$ cat src/hw/aspg_regs.svh
// Register offsets, field positions, reset values and timing factors of the
// axis speed profile generator. Definitions only; included by the package.
`ifndef ASPG_REGS_SVH
`define ASPG_REGS_SVH

// Byte addresses on the Avalon-MM register bus.
`define ASPG_OFS_MOVE_AMOUNT   6'h00
`define ASPG_OFS_LOW_SPEED     6'h04
`define ASPG_OFS_HIGH_SPEED    6'h08
`define ASPG_OFS_ACCEL_RATE    6'h0C
`define ASPG_OFS_DECEL_RATE    6'h10
`define ASPG_OFS_MULTIPLIER    6'h14
`define ASPG_OFS_RAMP_POINT    6'h18
`define ASPG_OFS_ACCEL_SPAN    6'h1C
`define ASPG_OFS_DECEL_SPAN    6'h20
`define ASPG_OFS_MODE          6'h24
`define ASPG_OFS_COMMAND       6'h28
`define ASPG_OFS_STATUS        6'h2C
`define ASPG_OFS_SPEED_NOW     6'h30
`define ASPG_OFS_REMAIN        6'h34

// Fields of the operation mode register.
`define ASPG_MODE_POSITIONING  0
`define ASPG_MODE_RAMP_MANUAL  1
`define ASPG_MODE_CURVE_S      2

// Command codes written to the command register.
`define ASPG_CMD_STOP_NOW      8'h49
`define ASPG_CMD_STOP_DECEL    8'h4A
`define ASPG_CMD_CONST_LOW     8'h50
`define ASPG_CMD_CONST_HIGH    8'h51
`define ASPG_CMD_VARIED_ONE    8'h52
`define ASPG_CMD_VARIED_TWO    8'h53

// Reset values of the preregisters.
`define ASPG_RST_MOVE_AMOUNT   28'h000_0000
`define ASPG_RST_SPEED         16'h0001
`define ASPG_RST_RATE          16'h0001
`define ASPG_RST_DECEL_RATE    16'h0000
`define ASPG_RST_MULTIPLIER    12'h002
`define ASPG_RST_RAMP_POINT    24'h00_0000
`define ASPG_RST_SPAN          15'h0000
`define ASPG_RST_MODE          3'h0

// Reference clock cycles per speed step, per unit of (rate + 1).
`define ASPG_STEP_LINEAR       4
`define ASPG_STEP_SCURVE       8

`endif

$ cat src/hw/aspg_pkg.sv
// Types shared by the axis speed profile generator.
// Assumes the constant header aspg_regs.svh sits beside this file.
`include "aspg_regs.svh"

package aspg_pkg;

  typedef struct packed {
    logic [27:0] move_amount;
    logic [15:0] low_speed_value;
    logic [15:0] high_speed_value;
    logic [15:0] accel_rate;
    logic [15:0] decel_rate;
    logic [11:0] speed_multiplier;
    logic [23:0] ramp_down_point;
    logic [14:0] scurve_accel_range;
    logic [14:0] scurve_decel_range;
  } aspg_speed_set_t;

  typedef enum logic [2:0] {
    ST_IDLE,
    ST_CONST,
    ST_ACCEL,
    ST_TOP,
    ST_DECEL,
    ST_TAIL
  } aspg_state_t;

endpackage

$ cat src/hw/aspg_core.sv
// Single-axis speed profile generator with an Avalon-MM register slave.
// Assumes one 20 MHz clock core_clk and a synchronous active-low reset;
// the host is an Avalon-MM master honouring waitrequest.
//
// Local design decisions: the address map and register access over Avalon-MM.
`timescale 1ns/1ps

module aspg_core
  import aspg_pkg::*;
(
  input  wire logic        core_clk,
  input  wire logic        rst_n,
  input  wire logic [5:0]  avs_address,
  input  wire logic        avs_read,
  input  wire logic        avs_write,
  input  wire logic [31:0] avs_writedata,
  output logic      [31:0] avs_readdata,
  output logic             avs_waitrequest,
  output logic             pulse_out,
  output logic             busy
);

  aspg_speed_set_t pre_set;
  aspg_speed_set_t act_set;
  aspg_state_t     state_q;
  logic [2:0]      mode_q;
  logic            bus_ack;
  logic            wr_take;
  logic            cmd_wr;
  logic [7:0]      cmd_code;
  logic            start_ok;
  logic            posn_q;
  logic            manual_q;
  logic            curve_q;
  logic [15:0]     speed_q;
  logic [15:0]     accum_q;
  logic [16:0]     accum_sum;
  logic [11:0]     div_q;
  logic            tick;
  logic            pulse_hit;
  logic [27:0]     remain_q;
  logic [19:0]     step_q;
  logic [19:0]     step_len;
  logic            step_hit;
  logic [15:0]     dr_eff;
  logic [16:0]     span_a;
  logic [16:0]     span_d;
  logic            in_s_zone;
  logic [46:0]     wsum_q;
  logic            rdown_hit;
  logic signed [29:0] auto_left;
  logic signed [47:0] auto_lhs;
  logic            last_pulse;

  // Avalon-MM slave: every access sees one wait state; a write lands only at
  // the edge that samples waitrequest low, so an access is never half taken.
  assign avs_waitrequest = (avs_read | avs_write) & ~bus_ack;
  assign wr_take         = avs_write & bus_ack;
  assign cmd_wr          = wr_take && (avs_address == `ASPG_OFS_COMMAND);
  assign cmd_code        = avs_writedata[7:0];
  assign start_ok        = (state_q == ST_IDLE);

  always_ff @(posedge core_clk)
  begin
    if (!rst_n)
      bus_ack <= 1'b0;
    else
      bus_ack <= (avs_read | avs_write) & ~bus_ack;
  end

  // Preregister writes; values stay until rewritten.
  always_ff @(posedge core_clk)
  begin
    if (!rst_n)
    begin
      pre_set.move_amount        <= `ASPG_RST_MOVE_AMOUNT;
      pre_set.low_speed_value    <= `ASPG_RST_SPEED;
      pre_set.high_speed_value   <= `ASPG_RST_SPEED;
      pre_set.accel_rate         <= `ASPG_RST_RATE;
      pre_set.decel_rate         <= `ASPG_RST_DECEL_RATE;
      pre_set.speed_multiplier   <= `ASPG_RST_MULTIPLIER;
      pre_set.ramp_down_point    <= `ASPG_RST_RAMP_POINT;
      pre_set.scurve_accel_range <= `ASPG_RST_SPAN;
      pre_set.scurve_decel_range <= `ASPG_RST_SPAN;
      mode_q                     <= `ASPG_RST_MODE;
    end
    else if (wr_take)
    begin
      if (avs_address == `ASPG_OFS_MOVE_AMOUNT)
        pre_set.move_amount <= avs_writedata[27:0];
      else if (avs_address == `ASPG_OFS_LOW_SPEED)
        pre_set.low_speed_value <= avs_writedata[15:0];
      else if (avs_address == `ASPG_OFS_HIGH_SPEED)
        pre_set.high_speed_value <= avs_writedata[15:0];
      else if (avs_address == `ASPG_OFS_ACCEL_RATE)
        pre_set.accel_rate <= avs_writedata[15:0];
      else if (avs_address == `ASPG_OFS_DECEL_RATE)
        pre_set.decel_rate <= avs_writedata[15:0];
      else if (avs_address == `ASPG_OFS_MULTIPLIER)
        pre_set.speed_multiplier <= avs_writedata[11:0];
      else if (avs_address == `ASPG_OFS_RAMP_POINT)
        pre_set.ramp_down_point <= avs_writedata[23:0];
      else if (avs_address == `ASPG_OFS_ACCEL_SPAN)
        pre_set.scurve_accel_range <= avs_writedata[14:0];
      else if (avs_address == `ASPG_OFS_DECEL_SPAN)
        pre_set.scurve_decel_range <= avs_writedata[14:0];
      else if (avs_address == `ASPG_OFS_MODE)
        mode_q <= avs_writedata[2:0];
    end
  end

  // Read data is captured in the wait cycle and stands at the release edge.
  always_ff @(posedge core_clk)
  begin
    if (!rst_n)
      avs_readdata <= 32'h0000_0000;
    else if (avs_read && !bus_ack)
    begin
      if (avs_address == `ASPG_OFS_MOVE_AMOUNT)
        avs_readdata <= {4'h0, pre_set.move_amount};
      else if (avs_address == `ASPG_OFS_LOW_SPEED)
        avs_readdata <= {16'h0000, pre_set.low_speed_value};
      else if (avs_address == `ASPG_OFS_HIGH_SPEED)
        avs_readdata <= {16'h0000, pre_set.high_speed_value};
      else if (avs_address == `ASPG_OFS_ACCEL_RATE)
        avs_readdata <= {16'h0000, pre_set.accel_rate};
      else if (avs_address == `ASPG_OFS_DECEL_RATE)
        avs_readdata <= {16'h0000, pre_set.decel_rate};
      else if (avs_address == `ASPG_OFS_MULTIPLIER)
        avs_readdata <= {20'h0_0000, pre_set.speed_multiplier};
      else if (avs_address == `ASPG_OFS_RAMP_POINT)
        avs_readdata <= {8'h00, pre_set.ramp_down_point};
      else if (avs_address == `ASPG_OFS_ACCEL_SPAN)
        avs_readdata <= {17'h0_0000, pre_set.scurve_accel_range};
      else if (avs_address == `ASPG_OFS_DECEL_SPAN)
        avs_readdata <= {17'h0_0000, pre_set.scurve_decel_range};
      else if (avs_address == `ASPG_OFS_MODE)
        avs_readdata <= {29'h0000_0000, mode_q};
      else if (avs_address == `ASPG_OFS_STATUS)
        avs_readdata <= {28'h000_0000, state_q, busy};
      else if (avs_address == `ASPG_OFS_SPEED_NOW)
        avs_readdata <= {16'h0000, speed_q};
      else if (avs_address == `ASPG_OFS_REMAIN)
        avs_readdata <= {4'h0, remain_q};
      else
        avs_readdata <= 32'h0000_0000;
    end
  end

  // A start command freezes the preregisters into the active set.
  always_ff @(posedge core_clk)
  begin
    if (!rst_n)
    begin
      act_set  <= '0;
      posn_q   <= 1'b0;
      manual_q <= 1'b0;
      curve_q  <= 1'b0;
    end
    else if (cmd_wr && start_ok && cmd_code >= `ASPG_CMD_CONST_LOW
             && cmd_code <= `ASPG_CMD_VARIED_TWO)
    begin
      act_set  <= pre_set;
      posn_q   <= mode_q[`ASPG_MODE_POSITIONING];
      curve_q  <= mode_q[`ASPG_MODE_CURVE_S];
      manual_q <= mode_q[`ASPG_MODE_RAMP_MANUAL]
                  || (cmd_code == `ASPG_CMD_VARIED_ONE);
    end
  end

  // Rate tick: one per (multiplier + 1) reference clocks.
  assign tick = (div_q >= act_set.speed_multiplier);

  always_ff @(posedge core_clk)
  begin
    if (!rst_n || state_q == ST_IDLE)
      div_q <= 12'h000;
    else if (tick)
      div_q <= 12'h000;
    else
      div_q <= div_q + 12'h001;
  end

  // Speed accumulates per tick; each overflow is one output pulse.
  assign accum_sum = {1'b0, accum_q} + {1'b0, speed_q};
  assign pulse_hit = tick && accum_sum[16] && (state_q != ST_IDLE);
  assign last_pulse = posn_q && pulse_hit && (remain_q == 28'h000_0001);

  always_ff @(posedge core_clk)
  begin
    if (!rst_n || state_q == ST_IDLE)
      accum_q <= 16'h0000;
    else if (tick)
      accum_q <= accum_sum[15:0];
  end

  always_ff @(posedge core_clk)
  begin
    if (!rst_n)
      pulse_out <= 1'b0;
    else
      pulse_out <= pulse_hit;
  end

  // Remaining count is the magnitude of the signed move amount.
  always_ff @(posedge core_clk)
  begin
    if (!rst_n)
      remain_q <= 28'h000_0000;
    else if (cmd_wr && start_ok)
      remain_q <= pre_set.move_amount[27] ? 28'(-pre_set.move_amount)
                                          : pre_set.move_amount;
    else if (posn_q && pulse_hit && remain_q != 28'h000_0000)
      remain_q <= remain_q - 28'h000_0001;
  end

  // Ramp timing: zero decel rate falls back to the accel rate.
  assign dr_eff = (act_set.decel_rate == 16'h0000) ? act_set.accel_rate
                                                   : act_set.decel_rate;
  assign span_a = (act_set.scurve_accel_range == 15'h0000)
                ? 17'((act_set.high_speed_value - act_set.low_speed_value) >> 1)
                : {2'b00, act_set.scurve_accel_range};
  assign span_d = (act_set.scurve_decel_range == 15'h0000)
                ? 17'((act_set.high_speed_value - act_set.low_speed_value) >> 1)
                : {2'b00, act_set.scurve_decel_range};

  // S spans step at half the linear slope, which gives the quoted times.
  always_comb
  begin
    in_s_zone = 1'b0;
    if (curve_q && state_q == ST_ACCEL)
      in_s_zone = ({1'b0, speed_q} < {1'b0, act_set.low_speed_value} + span_a)
               || ({1'b0, speed_q} + span_a >= {1'b0, act_set.high_speed_value});
    else if (curve_q && state_q == ST_DECEL)
      in_s_zone = ({1'b0, speed_q} + span_d > {1'b0, act_set.high_speed_value})
               || ({1'b0, speed_q} <= {1'b0, act_set.low_speed_value} + span_d);
  end

  always_comb
  begin
    if (state_q == ST_DECEL)
      step_len = 20'({4'h0, dr_eff} + 20'h0_0001);
    else
      step_len = 20'({4'h0, act_set.accel_rate} + 20'h0_0001);
    if (in_s_zone)
      step_len = 20'(step_len * `ASPG_STEP_SCURVE);
    else
      step_len = 20'(step_len * `ASPG_STEP_LINEAR);
  end

  assign step_hit = (step_q >= step_len - 20'h0_0001);

  always_ff @(posedge core_clk)
  begin
    if (!rst_n || !(state_q == ST_ACCEL || state_q == ST_DECEL) || step_hit)
      step_q <= 20'h0_0000;
    else
      step_q <= step_q + 20'h0_0001;
  end

  // Weighted pulse count during acceleration predicts deceleration length.
  always_ff @(posedge core_clk)
  begin
    if (!rst_n || state_q == ST_IDLE)
      wsum_q <= '0;
    else if (state_q == ST_ACCEL && pulse_hit)
      wsum_q <= wsum_q + {31'h0000_0000, dr_eff} + 47'h0000_0000_0001;
  end

  assign auto_left = $signed({2'b00, remain_q})
                   - 30'($signed(act_set.ramp_down_point));
  assign auto_lhs  = 48'(auto_left * $signed({2'b00, act_set.accel_rate} + 18'h0_0001));

  always_comb
  begin
    if (manual_q)
      rdown_hit = ({4'h0, act_set.ramp_down_point} >= remain_q);
    else
      rdown_hit = (auto_lhs <= $signed({1'b0, wsum_q}));
  end

  // Profile state machine.
  always_ff @(posedge core_clk)
  begin
    if (!rst_n)
    begin
      state_q <= ST_IDLE;
      speed_q <= 16'h0000;
    end
    else if (cmd_wr && cmd_code == `ASPG_CMD_STOP_NOW)
    begin
      state_q <= ST_IDLE;
      speed_q <= 16'h0000;
    end
    else if (last_pulse)
    begin
      state_q <= ST_IDLE;
      speed_q <= 16'h0000;
    end
    else
    begin
      case (state_q)
        ST_IDLE:
          if (cmd_wr && cmd_code == `ASPG_CMD_CONST_LOW)
          begin
            state_q <= ST_CONST;
            speed_q <= pre_set.low_speed_value;
          end
          else if (cmd_wr && cmd_code == `ASPG_CMD_CONST_HIGH)
          begin
            state_q <= ST_CONST;
            speed_q <= pre_set.high_speed_value;
          end
          else if (cmd_wr && cmd_code == `ASPG_CMD_VARIED_ONE
                   && mode_q[`ASPG_MODE_POSITIONING]
                   && pre_set.ramp_down_point == 24'h00_0000)
            state_q <= ST_IDLE;
          else if (cmd_wr && (cmd_code == `ASPG_CMD_VARIED_ONE
                              || cmd_code == `ASPG_CMD_VARIED_TWO))
          begin
            state_q <= ST_ACCEL;
            speed_q <= pre_set.low_speed_value;
          end
        ST_CONST:
          if (cmd_wr && cmd_code == `ASPG_CMD_STOP_DECEL)
          begin
            if (speed_q > act_set.low_speed_value)
              state_q <= ST_DECEL;
            else
            begin
              state_q <= ST_IDLE;
              speed_q <= 16'h0000;
            end
          end
        ST_ACCEL, ST_TOP:
          if ((cmd_wr && cmd_code == `ASPG_CMD_STOP_DECEL)
              || (posn_q && rdown_hit))
            state_q <= ST_DECEL;
          else if (state_q == ST_ACCEL
                   && speed_q >= act_set.high_speed_value)
          begin
            state_q <= ST_TOP;
            speed_q <= act_set.high_speed_value;
          end
          else if (state_q == ST_ACCEL && step_hit)
            speed_q <= speed_q + 16'h0001;
        ST_DECEL:
          if (speed_q <= act_set.low_speed_value)
          begin
            speed_q <= act_set.low_speed_value;
            state_q <= posn_q ? ST_TAIL : ST_IDLE;
          end
          else if (step_hit)
            speed_q <= speed_q - 16'h0001;
        ST_TAIL:
          if (cmd_wr && cmd_code == `ASPG_CMD_STOP_DECEL)
          begin
            state_q <= ST_IDLE;
            speed_q <= 16'h0000;
          end
        default:
        begin
          state_q <= ST_IDLE;
          speed_q <= 16'h0000;
        end
      endcase
    end
  end

  assign busy = (state_q != ST_IDLE);

endmodule // aspg_core

$ cat config.mk
export PLATFORM = sky130hd
export DESIGN_NAME = aspg_core
export DESIGN_NICKNAME = d
export VERILOG_FILES = /design/src/hw/aspg_pkg.sv /design/src/hw/aspg_core.sv
export VERILOG_INCLUDE_DIRS = /design/src /design/src/hw
export SDC_FILE = /design/constraint.sdc
export NUM_CORES = 2
export LEC_CHECK = 0
export ABC_CLOCK_PERIOD_IN_PS = 14900
export BUFFER_PORTS_ARGS = -buffer_cell sky130_fd_sc_hd__buf_2
export CAP_MARGIN = 20
export CORE_ASPECT_RATIO = 2
export CORE_MARGIN = 4
export CORE_UTILIZATION = 50
export CTS_BUF_LIST = sky130_fd_sc_hd__clkbuf_8
export DETAILED_ROUTE_END_ITERATION = 8
export PLACE_DENSITY = 0.66
export RECOVER_POWER = 100
export SLEW_MARGIN = 0
export SYNTH_ARGS = -nofsm -noshare
export SYNTH_HDL_FRONTEND = slang
export SYNTH_SLANG_ARGS = --single-unit
$ cat constraint.sdc
create_clock -name core_clk -period 14.9 [get_ports core_clk]
set_input_delay 4.47 -clock core_clk [delete_from_list [all_inputs] [get_ports core_clk]]
set_output_delay 4.47 -clock core_clk [all_outputs]
set_load 0.01 [all_outputs]
==> flow_summary.ini <==
[timing]
fin_crit_sh_pct = 94.8
finalClockSkew_ps = 48.3
hold_violations = 0
setup_viol = 0
finalMaxSlewViolations = 597
rsz0062_at_grt = false
clock.fmax_mhz = 70.8
period_needed_ps = 14120
worst_slew_pin_slew_ps = 4450
relSlewSlack_pct = -197
final.setup.tns_ps = 0

[global_route]
antenna_found_initial = 3
grt_usage_pct = 35.6
grt_pass1_vias = 48700
grt-ovfl-total = 0
grt_max_degree = 111
grt_pass1_wl_um = 295000

[clocking]
cts.htree.levels = 3
root_buffer = clkbuf_8
clkSinkCount = 466
cts_tree = built
clk_latency_ps = 760
path_clk_slew_ps = 70
post_cts_buffers = 0
cts_resized = 0
hold_buffers = 0
cts_buffers = 71
cts_buffer_depth = 3

[setup_path]
reg2reg_to = speed_q[9]
cp_data_arrival_time_ps = 14720
startpoint = remain_q[0]
cp_top_family = compound AO/OA/AOI/OAI gates
startpoint_type = flip-flop
crit_fanout = 15
r2r-start = remain_q[0]
required_ps = 15500
rrSetupSlack_ps = 780
end_kind = flip-flop
cp_num_cells = 46
cp_slowest_cell = a21oi_1
r2r_cells = 46
critical_path_class = flip-flop to flip-flop
cpPeakStageDelay_ps = 850
path_common_cell = fa_1
crit_buf_inv = 7
crit_end = speed_q[9]

[synth]
synth-async-reset-ratio_pct = 0
synthTopCellsByArea = fa_1 (19%), dfxtp_1 (18%), ha_1 (11%), nand2_1 (7.0%), inv_1 (6.0%)
syn-cell-area_um2 = 51800
yosys.area.top_type = fa_1
yosysMostFrequentCell = nand2_1
synthDistinctLibCells = 98
synth_seq_cells = 466
ys_warn_count = 0
synth_edf_count = 0
yosys.area.top_type_share_pct = 19.3
syn_area_per_cell_um2 = 8.01
synth_flop_cell = dfxtp_1
syn_inst = 6465
synth_top_cells_by_count = nand2_1 (965), inv_1 (833), nor2_1 (551)
ys_seq_area_share_pct = 18.0

[layout]
nets = 7450
register_area_um2 = 9330
drive_gt1_share_pct = 5.62
multiInputGateArea_um2 = 38400
areaGrowthSynthToFinish_pct = 7.20
num-fill-cells = 9986
final_util_pct = 54.1

[place]
port_buffers = 68
hpwl_um = 157000
place.gp.congestion = 1.04

[route]
wl_per_cell_um = 25.4
wirelength_um = 199000
vias = 47300
highest_layer = met4
postRouteAntennaNets = 0
drt_first_pass_iters = 8
drc = 0
route.met2.wl_um = 101000
vias_per_cell = 6.02
drt-initial-drc-count = 3321
wl_met1_um = 60700
wl_met3_um = 10700

[run_status]
violations = capacitance limit, slew limit
outcome = finished, violations left

[floorplan]
die_h_um = 463
coreArea_um2 = 103000
ios = 77
die_area_um2 = 109000
die_w_um = 236
rows = 166
initial_core_util_pct = 50.5

[job]
maxCapViolations = 8

[power_and_ir_drop]
p_leak_nw = 24.2
ir_drop_v = 0.0000808
power.density_nw_per_um2 = 57.1

[min_path]
min_path_type = flip-flop to flip-flop
[stage by stage]
step | cell area (µm²) | hold WS (ps) | power (mW) | instances | setup slack (ps)
3_3_place_gp | 54000 | 439 | 1.94 | 7715 | 1430
6_report | 55500 | 461 | 3.17 | 7847 | 781
3_5_place_dp | 54000 | 449 | 1.95 | 7715 | 1270
2_1_floorplan | 51800 | 426 | 1.69 | 6468 | 3880
5_1_grt | 55500 | 503 | 3.28 | 7845 | 81.7
4_1_cts | 55600 | 467 | 3.17 | 7839 | 1210
[state kept, by name, indices dropped and copies added, names as in the netlist, 3 cells and up]
signal,count
pre_set,158
act_set,130
wsum_q,47
avs_readdata,28
remain_q,28
step_q,20
accum_q,16
speed_q,16
div_q,12
mode_q,3
state_q,3
[area by class of cell]
| cell class | count | area share [%] |
|---|---|---|
| timing repair buffer | 208 | 2.43 |
| tap | 1344 | 3.03 |
| clock inverter | 38 | 0.726 |
| sequential | 466 | 16.8 |
| antenna | 3 | 0.0135 |
| multi-input combinational | 4865 | 69.2 |
| inverter | 837 | 5.66 |
| clock buffer | 86 | 2.13 |
[cell families (layout without fill, tap and decap cells)]
logic type               Yosys count  count (layout)  share of synthesized area [%]
AO/OA/AOI/OAI                   1333            1333                           17.7
XOR/XNOR                         332             332                           5.61
adder cells (fa/ha/maj)          959             959                           30.4
buffers and inverters           1137            1169                           8.32
flip-flops                       466             466                           18.0
multiplexers                      45              45                          0.875
other                              1               7                        0.00724
AND/OR/NAND/NOR                 2192            2192                           19.1
[cell usage in the layout (no fill, tap or decap), drive strengths merged, types with 33 or more instances in the layout]
master     n
a21oi    273
a31oi     39
o21a      56
or3       35
a21boi   306
nor2     551
xor2     114
a211oi    51
mux2i     43
ha       460
clkbuf   128
nor3     137
buf      166
dfxtp    466
o21ai    177
inv      856
nor2b     39
xnor2    218
nand3    121
fa       499
nand2    965
a21o     117
nor4      48
and3      44
a2111oi   33
o22ai     34
nand4     61
nand2b    78
a22oi     39
[worst min path at each step]
stage	depth (start not counted)	slack, ps	start	endpoint
2_1_floorplan	1	430	step_q[0]	step_q[0]
3_3_place_gp	1	440	step_q[0]	step_q[0]
3_5_place_dp	1	450	step_q[0]	step_q[0]
4_1_cts	1	470	step_q[0]	step_q[0]
5_1_grt	2	500	act_set[60]	act_set[60]
6_report	1	460	step_q[0]	step_q[0]
[power breakdown]
group / internal (mW) / switching [mW] / leakage [nW] / total [mW]
Clock: 0.654 / 0.575 / 0.869 / 1.23
Sequential: 1.26 / 0.0125 / 3.76 / 1.27
Combinational: 0.212 / 0.459 / 19.6 / 0.671
Total: 2.12 / 1.05 / 24.2 / 3.17
[layer usage]
metal / global-route usage [%] / vias up
met1: 33.0 / 22900
met5: 0 / -
met2: 64.6 / 1982
li1: - / 21400
met4: 36.4 / 0
met3: 4.85 / 966
(Power assumes the default switching activity.)
